[src/inc/test_mode_pkg.sv]
// constants shared by the board test mode controller and its chains
// assumes pin levels arrive raw; codes are pin levels, active low as printed
package test_mode_pkg;

	// request pin codes, REQ[3:0] pin levels at the test select fall
	localparam logic [3:0]  CODE_NAND       = 4'h2;
	localparam logic [3:0]  CODE_ID         = 4'he;
	localparam logic [3:0]  CODE_EXIT       = 4'hf;

	// chain lengths
	localparam int          CHAIN0_LEN      = 72;
	localparam int          CHAIN1_LEN      = 72;
	localparam int          CHAIN2_LEN      = 70;
	localparam int          CHAIN3_LEN      = 68;
	localparam int          CHAIN_TOTAL     = 282;
	localparam int          CHAIN_COUNT     = 4;

	// fixed element positions in chain 0
	localparam int          CH0_HOST_ADDR25 = 0;
	localparam int          CH0_SYS_MGMT    = 5;
	localparam int          CH0_HOST_DATA54 = 47;

	// address/data drive masks in the identification modes
	localparam logic [31:0] IDREV_OE_MASK   = 32'hffff_00ff;
	localparam logic [31:0] MFGID_OE_MASK   = 32'hffff_ffff;

	// values after reset
	localparam logic [31:0] AD_OUT_RST      = 32'h0000_0000;
	localparam logic [31:0] AD_OE_RST       = 32'h0000_0000;
	localparam logic [3:0]  REQ_SYNC_RST    = 4'hf;
	localparam logic        PIN_HIGH_RST    = 1'b1;

	typedef enum logic [1:0] {
		MODE_NORMAL = 2'b00,
		MODE_NAND   = 2'b01,
		MODE_IDREV  = 2'b10,
		MODE_MFGID  = 2'b11
	} mode_e;

endpackage : test_mode_pkg

[src/rtl/board_test_mode.sv]
// board test mode select, identification readout and nand chain outputs
// assumes tester drives test select, request and hold pins asynchronously;
// chain members come straight from the pad inputs, excluded pins never do
`timescale 1ns/1ps
`default_nettype none

// What this block does
// - test select low with request code 0010 enters nand chain mode
// - code is taken at test select fall and held until test select rises
// - test select negated while clk_en is high returns the device to normal operation
// - id code with hold high drives device id high and revision low
// - id code with hold low drives manufacturer id on all 32 bits
// - code 1111 disables any test mode whatever the hold input
// - chain mode floats all outputs but the four grant pins
// - 282 members split into chains of 72, 72, 70 and 68
// - chain mode holds until test select is negated or reset
// - reset, test select and primary suspend status are in no chain
// - chain 0 on grant 0; address 25 first, mgmt active 5, data 54 at 47
module board_test_mode
	import test_mode_pkg::*;
#(
	// arbitrary identification values, not those of any real part
	parameter logic [15:0] DEVICE_ID = 16'h1234,
	parameter logic [7:0]  REV_ID    = 8'h01,
	parameter logic [31:0] MFG_ID    = 32'h5a5a_0001
) (
	input  wire logic                  clk,
	input  wire logic                  rst,
	input  wire logic                  clk_en,
	input  wire logic                  test_sel_n,
	input  wire logic [3:0]            req_n,
	input  wire logic                  passive_hold_request_n,
	input  wire logic [CHAIN0_LEN-1:0] chain0_in,
	input  wire logic [CHAIN1_LEN-1:0] chain1_in,
	input  wire logic [CHAIN2_LEN-1:0] chain2_in,
	input  wire logic [CHAIN3_LEN-1:0] chain3_in,
	output logic [3:0]                 gnt_chain_n,
	output logic                       gnt_chain_oe,
	output logic                       outputs_float,
	output logic [31:0]                ad_out,
	output logic [31:0]                ad_oe,
	output logic                       test_active,
	output logic [1:0]                 mode
);

	////////////////////////////////////////////////////////////////////////
	// state

	typedef struct packed {
		logic        tsel_s1;
		logic        tsel_s2;
		logic        tsel_prev;
		logic [3:0]  req_s1;
		logic [3:0]  req_s2;
		logic        hold_s1;
		logic        hold_s2;
		mode_e       mode;
		logic        float_out;
		logic        gnt_oe;
		logic [31:0] ad_out;
		logic [31:0] ad_oe;
		logic        active;
	} state_s;

	localparam state_s STATE_RST = '{
		tsel_s1:   PIN_HIGH_RST,
		tsel_s2:   PIN_HIGH_RST,
		tsel_prev: PIN_HIGH_RST,
		req_s1:    REQ_SYNC_RST,
		req_s2:    REQ_SYNC_RST,
		hold_s1:   PIN_HIGH_RST,
		hold_s2:   PIN_HIGH_RST,
		mode:      MODE_NORMAL,
		float_out: 1'b0,
		gnt_oe:    1'b0,
		ad_out:    AD_OUT_RST,
		ad_oe:     AD_OE_RST,
		active:    1'b0
	};

	state_s st_ff;
	state_s nxt_st;
	logic   tsel_fall;

	////////////////////////////////////////////////////////////////////////
	// functions

	// reserved codes fall back to normal: safest reading of a tester slip
	function automatic mode_e decode_code(input logic [3:0] code,
	                                      input logic hold_n);
		case (code)
			CODE_NAND: decode_code = MODE_NAND;
			CODE_ID:   decode_code = hold_n ? MODE_IDREV : MODE_MFGID;
			CODE_EXIT: decode_code = MODE_NORMAL;
			default:   decode_code = MODE_NORMAL;
		endcase
	endfunction : decode_code

	////////////////////////////////////////////////////////////////////////
	// next state

	assign tsel_fall = st_ff.tsel_prev & ~st_ff.tsel_s2;

	always_comb begin
		nxt_st = st_ff;
		if (clk_en) begin
			nxt_st.tsel_s1   = test_sel_n;
			nxt_st.tsel_s2   = st_ff.tsel_s1;
			nxt_st.tsel_prev = st_ff.tsel_s2;
			nxt_st.req_s1    = req_n;
			nxt_st.req_s2    = st_ff.req_s1;
			nxt_st.hold_s1   = passive_hold_request_n;
			nxt_st.hold_s2   = st_ff.hold_s1;

			if (st_ff.tsel_s2) begin
				nxt_st.mode = MODE_NORMAL;
			end else if (tsel_fall) begin
				nxt_st.mode = decode_code(st_ff.req_s2, st_ff.hold_s2);
			end else if (st_ff.mode == MODE_IDREV ||
			             st_ff.mode == MODE_MFGID) begin
				// hold picks between the two readouts while the code stands
				nxt_st.mode = st_ff.hold_s2 ? MODE_IDREV : MODE_MFGID;
			end else begin
				nxt_st.mode = st_ff.mode;
			end

			// pin controls follow the new mode on the same edge
			nxt_st.float_out = (nxt_st.mode == MODE_NAND);
			nxt_st.gnt_oe    = (nxt_st.mode == MODE_NAND);
			nxt_st.active    = (nxt_st.mode != MODE_NORMAL);
			case (nxt_st.mode)
				MODE_IDREV: begin
					nxt_st.ad_out = {DEVICE_ID, 8'h00, REV_ID};
					nxt_st.ad_oe  = IDREV_OE_MASK;
				end
				MODE_MFGID: begin
					nxt_st.ad_out = MFG_ID;
					nxt_st.ad_oe  = MFGID_OE_MASK;
				end
				default: begin
					nxt_st.ad_out = AD_OUT_RST;
					nxt_st.ad_oe  = AD_OE_RST;
				end
			endcase
		end
	end

	always_ff @(posedge clk or posedge rst) begin
		if (rst) begin
			st_ff <= STATE_RST;
		end else begin
			st_ff <= nxt_st;
		end
	end

	////////////////////////////////////////////////////////////////////////
	// nand chains
	// the chains must work with both clocks stopped, so their results are
	// combinational from the pads; only the enable comes from a flop.
	// reset, test select and primary suspend status have no chain port.

	nand_chain #(.LEN(CHAIN0_LEN)) u_chain0 (
		.member_in (chain0_in),
		.chain_out (gnt_chain_n[0])
	);

	nand_chain #(.LEN(CHAIN1_LEN)) u_chain1 (
		.member_in (chain1_in),
		.chain_out (gnt_chain_n[1])
	);

	nand_chain #(.LEN(CHAIN2_LEN)) u_chain2 (
		.member_in (chain2_in),
		.chain_out (gnt_chain_n[2])
	);

	nand_chain #(.LEN(CHAIN3_LEN)) u_chain3 (
		.member_in (chain3_in),
		.chain_out (gnt_chain_n[3])
	);

	////////////////////////////////////////////////////////////////////////
	// outputs

	assign gnt_chain_oe  = st_ff.gnt_oe;
	assign outputs_float = st_ff.float_out;
	assign ad_out        = st_ff.ad_out;
	assign ad_oe         = st_ff.ad_oe;
	assign test_active   = st_ff.active;
	assign mode          = st_ff.mode;

	////////////////////////////////////////////////////////////////////////
	// checks

	chk_nand_entry: assert property (
		@(posedge clk) disable iff (rst)
		(clk_en && tsel_fall && st_ff.req_s2 == CODE_NAND)
		|=> (st_ff.mode == MODE_NAND && gnt_chain_oe && outputs_float)
	) else $error("nand code at test select fall did not enter chain mode");

	chk_pin_to_mode: assert property (
		@(posedge clk) disable iff (rst)
		(clk_en && $fell(test_sel_n) && req_n == CODE_NAND)
		##1 (clk_en && !test_sel_n && req_n == CODE_NAND) [*2]
		|=> (mode == MODE_NAND)
	) else $error("chain mode not reached three edges after pin fall");

	chk_leave_negate: assert property (
		@(posedge clk) disable iff (rst)
		(clk_en && st_ff.tsel_s2)
		|=> (mode == MODE_NORMAL && !test_active && ad_oe == AD_OE_RST)
	) else $error("test mode still active after test select negated");

	chk_idrev_drive: assert property (
		@(posedge clk) disable iff (rst)
		(mode == MODE_IDREV)
		|-> (ad_oe == IDREV_OE_MASK && ad_out[31:16] == DEVICE_ID
		     && ad_out[7:0] == REV_ID)
	) else $error("device and revision identifiers not driven");

	chk_mfg_drive: assert property (
		@(posedge clk) disable iff (rst)
		(clk_en && tsel_fall && st_ff.req_s2 == CODE_ID && !st_ff.hold_s2)
		|=> (ad_oe == MFGID_OE_MASK && ad_out == MFG_ID)
	) else $error("manufacturer identifier not driven on id code, hold low");

	chk_exit_code: assert property (
		@(posedge clk) disable iff (rst)
		(clk_en && tsel_fall && st_ff.req_s2 == CODE_EXIT)
		|=> (mode == MODE_NORMAL && !gnt_chain_oe && !outputs_float)
	) else $error("exit code did not return to normal mode");

	chk_float_grant: assert property (
		@(posedge clk) disable iff (rst)
		outputs_float |-> (gnt_chain_oe && ad_oe == AD_OE_RST)
	) else $error("chain mode drives a pin other than the grants");

	chk_nand_hold: assert property (
		@(posedge clk) disable iff (rst)
		(mode == MODE_NAND && !st_ff.tsel_s2 && !tsel_fall)
		|=> (mode == MODE_NAND) [*2]
		or (mode == MODE_NAND ##1 (st_ff.tsel_s2 || tsel_fall))
	) else $error("chain mode left without a new mode or reset");

	chk_chain_ones: assert property (
		@(posedge clk) disable iff (rst)
		(&chain0_in && &chain1_in && &chain2_in && &chain3_in)
		|-> (gnt_chain_n == 4'hf)
	) else $error("all-high members do not give high chain outputs");

	chk_chain_first: assert property (
		@(posedge clk) disable iff (rst)
		(chain0_in[CH0_HOST_ADDR25] == 1'b0
		 && &chain0_in[CHAIN0_LEN-1:CH0_HOST_ADDR25+1])
		|-> (gnt_chain_n[0] == 1'b0)
	) else $error("first element of chain 0 does not toggle grant 0");

	// a member only reaches the grant when the stage before it is high
	// and every later member is high, so the prefix is 0,1,1,1,1
	chk_chain_mgmt: assert property (
		@(posedge clk) disable iff (rst)
		(!chain0_in[CH0_HOST_ADDR25] && &chain0_in[CH0_SYS_MGMT-1:1]
		 && &chain0_in[CHAIN0_LEN-1:CH0_SYS_MGMT+1]
		 && $changed(chain0_in[CH0_SYS_MGMT])
		 && $stable(chain0_in[CH0_SYS_MGMT-1:0])
		 && $stable(chain0_in[CHAIN0_LEN-1:CH0_SYS_MGMT+1]))
		|-> $changed(gnt_chain_n[0])
	) else $error("single member change did not toggle grant 0");

	cov_nand: cover property (
		@(posedge clk) disable iff (rst) $rose(gnt_chain_oe));
	cov_idrev: cover property (
		@(posedge clk) disable iff (rst) mode == MODE_IDREV);
	cov_mfgid: cover property (
		@(posedge clk) disable iff (rst) mode == MODE_MFGID);
	cov_exit: cover property (
		@(posedge clk) disable iff (rst)
		clk_en && tsel_fall && st_ff.req_s2 == CODE_EXIT);

endmodule : board_test_mode

`default_nettype wire

[src/rtl/nand_chain.sv]
// one nand chain: each stage nands its member pin with the stage before
// assumes the members are raw pin levels; purely combinational, no clock
`timescale 1ns/1ps
`default_nettype none

module nand_chain #(
	parameter int LEN = 8
) (
	input  wire logic [LEN-1:0] member_in,
	output logic                chain_out
);

	logic [LEN-1:0] stage;

	// first stage sees a constant high in place of a previous stage
	assign stage[0] = ~member_in[0];

	for (genvar i = 1; i < LEN; i++) begin : g_stage
		assign stage[i] = ~(member_in[i] & stage[i-1]);
	end

	assign chain_out = stage[LEN-1];

endmodule : nand_chain

`default_nettype wire

[config.mk]
export PLATFORM = sky130hd
export DESIGN_NAME = board_test_mode
export DESIGN_NICKNAME = d
export VERILOG_FILES = /design/src/inc/test_mode_pkg.sv /design/src/rtl/board_test_mode.sv /design/src/rtl/nand_chain.sv
export SDC_FILE = /design/constraint.sdc
export NUM_CORES = 1
export LEC_CHECK = 0
export ABC_AREA = 1
export BUFFER_PORTS_ARGS = -buffer_cell sky130_fd_sc_hd__buf_2
export CORE_AREA = 5 5 137 139
export CTS_CLUSTER_DIAMETER = 50
export CTS_CLUSTER_SIZE = 12
export DETAILED_ROUTE_END_ITERATION = 10
export DIE_AREA = 0 0 142 144
export GPL_TIMING_DRIVEN = 0
export HOLD_SLACK_MARGIN = 0.15
export SYNTH_ARGS = -nofsm -noshare
export SYNTH_HDL_FRONTEND = slang
export SYNTH_HIERARCHICAL = 1
export SYNTH_SLANG_ARGS = --single-unit
export TNS_END_PERCENT = 1
[constraint.sdc]
create_clock -name clk -period 7.9 [get_ports clk]
set_input_delay 0.395 -clock clk [delete_from_list [all_inputs] [get_ports clk]]
set_output_delay 0.395 -clock clk [all_outputs]
set_load 0.05 [all_outputs]
==> results.py <==
metrics = {
    "sta": {
        "rsz0062_at_grt": "false",
        "period_share_pct": 61.3,
        "setup_viol": 0,
        "fin_hold_ws_ns": 0.264,
        "hold_viol_final": 0,
        "skew_ns": 0.00202,
        "slew_viol_final": 0,
        "min_period_ns": 4.84,
        "slew_headroom_pct": 47.4,
        "max_slew.worst_pin.slew_ns": 0.790,
        "fmax_mhz": 207,
        "finalSetupTns_ns": 0,
    },
    "pwr": {
        "power.static_leakage_nw": 3.10,
        "ir_drop_v": 0.000142,
        "power_density_mw_per_mm2": 155,
    },
    "cts": {
        "root_buffer": "clkbuf_16",
        "htree_levels": 1,
        "post_cts_buffers": 0,
        "cts.path.max_buffers": 2,
        "hold_buffers": 0,
        "cts_tree": "done",
        "clock_latency_ns": 0.25,
        "cts_resized": 0,
        "cts_buffers": 3,
        "clock_sinks": 20,
        "cts.clk_slew.worst_paths_ns": 0.06,
    },
    "cells_and_area": {
        "layout-drive-gt1-share_pct": 53.7,
        "finalInstanceArea_mm2": 0.00463,
        "most-common-layout-cells": "342 x buf_2, 317 x nand2_1, 68 x buf_4",
        "syn2layout_area_growth_pct": 87.8,
        "fin_cells": 1046,
        "antenna_cells": 0,
        "fin_nets": 1109,
        "mostFrequentLayoutCell": "buf_2",
    },
    "placed_design": {
        "hpwl_mm": 9.96,
        "dp.cells": 1042,
        "portBuffers": 342,
        "place_area_mm2": 0.00454,
        "gp_congestion": 0.865,
    },
    "yosys": {
        "synthCells": 451,
        "ys_seq_area_share_pct": 21.0,
        "synth_cell_types": 17,
        "synth_area_per_cell_um2": 5.46,
        "synth_area_mm2": 0.00246,
        "yosys_warnings": 6,
        "synth-seq-cells": 20,
    },
    "grt": {
        "antenna_found_initial": 0,
        "grt_use_total_pct": 9.27,
        "first_global_vias": 3423,
        "gr-total-overflow": 0,
        "grt_pass1_wl_mm": 15.6,
        "grt_max_degree": 30,
    },
    "routing": {
        "drcViolationCount": 0,
        "drtPass1Iterations": 4,
        "first_iter_violations": 146,
        "routed_via_density": 3.41,
        "ant_nets": 0,
        "wire_per_inst_um": 10.2,
        "vias": 3562,
        "postRouteWirelength_mm": 10.7,
    },
    "setup_path": {
        "slowest_stage": "buf_2",
        "rr_worst_depth": 5,
        "end_kind": "output pin",
        "cp_common_cell": "nand2_1",
        "required_ns": 7.51,
        "rrSetupSlack_ns": 6.74,
        "timing.rr.end": "test_active$_DFFE_PP0P_",
        "r2r-start": "st_ff[79]$_DFFE_PP1P_",
        "critPathKind": "in -> out",
        "critPathMaxFanout": 1,
        "start_kind": "input port",
        "cp.arrival_ns": 4.45,
        "max_stage_delay_ns": 0.28,
    },
    "die": {
        "start_util_pct": 14.1,
        "die_area_mm2": 0.0204,
        "dieWidth_um": 142,
        "core_area_mm2": 0.0175,
        "rows": 49,
        "ios": 364,
        "die_h_um": 144,
    },
    "run_status": {
        "outcome": "finished clean",
    },
    "run": {
        "drv_cap": 0,
    },
    "hold_path": {
        "hp-class": "in -> async",
    },
}
-- state kept, by name (all words and copies together), names as in the netlist --
register and count:
mode 2, test_active 1, ad_oe 2, ad_out 1, st_ff 13, gnt_chain_oe 1
-- where the power goes --
group	internal [mW]	switching (mW)
registers	0.122	0.0191
clock network	0.0771	0.0361
logic	0.172	0.291
total	0.372	0.347
-- synthesized netlist by cell type --
cell | number | area, µm²
o21ai_0 | 10 | 50.1
nor2_4 | 2 | 22.5
nand2_1 | 317 | 1190
inv_2 | 3 | 11.3
buf_6 | 1 | 11.3
inv_1 | 14 | 52.6
o21ai_2 | 2 | 17.5
buf_4 | 68 | 510
dfstp_2 | 13 | 342
clkbuf_8 | 1 | 13.8
conb_1 | 1 | 3.75
clkinv_1 | 1 | 3.75
nand2_2 | 3 | 18.8
dfrtp_1 | 7 | 175
nand4_1 | 2 | 12.5
nor2_1 | 1 | 3.75
nand3_1 | 5 | 25.0
-- worst max path at each step --
stage | start | end | slack [ns] | cells after the start
4_1_cts | chain0_in[0] | gnt_chain_n[0] | 2.99 | 74
3_5_place_dp | chain0_in[0] | gnt_chain_n[0] | 3.00 | 74
6_report | chain0_in[0] | gnt_chain_n[0] | 3.06 | 74
2_1_floorplan | chain0_in[0] | gnt_chain_n[0] | 3.84 | 72
5_1_grt | chain0_in[0] | gnt_chain_n[0] | 2.41 | 74
3_3_place_gp | chain0_in[0] | gnt_chain_n[0] | 3.06 | 74
-- worst max-delay path: cells and delay by family --
kind,cells,cell delay [ns]
buffers and inverters,3,0.40
and+or+nand+nor,71,3.64
-- kinds of logic after synthesis --
kind of cell | after synthesis | synth area share, %
other | 1 | 0.152
DFF | 20 | 21.0
and+or+nand+nor | 330 | 51.7
AOI/OAI and AO/OA | 12 | 2.74
buffers and inverters | 88 | 24.5
-- stage by stage --
step	power [mW]	utilization (%)	setup WS, ns
after global placement	0.606	25.9	3.06
after detailed placement	0.610	25.9	3.00
final	0.719	26.4	3.06
after floorplan	0.477	-	3.84
after global routing	0.767	26.4	2.41
after CTS	0.725	26.4	2.99
-- per-layer routing --
layer	routed length [µm]	track usage, %	part of all wire (%)	vias up
li1	-	-	-	1999
met4	21	0.707	0.20	0
met3	1070	2.15	10	4
met1	4070	11.2	38	1388
met5	0	0	0	-
met2	5540	17.4	52	171
-- area by class of cell --
cell class                 instances  area (µm²)
buffer                            70         536
clock buffer                       4        88.8
fill                            2008       12900
inverter                          18        67.6
multi-input combinational        363        1420
sequential                        20         517
tap                              229         287
timing repair buffer             342        1710
(Power assumes the default switching activity.)
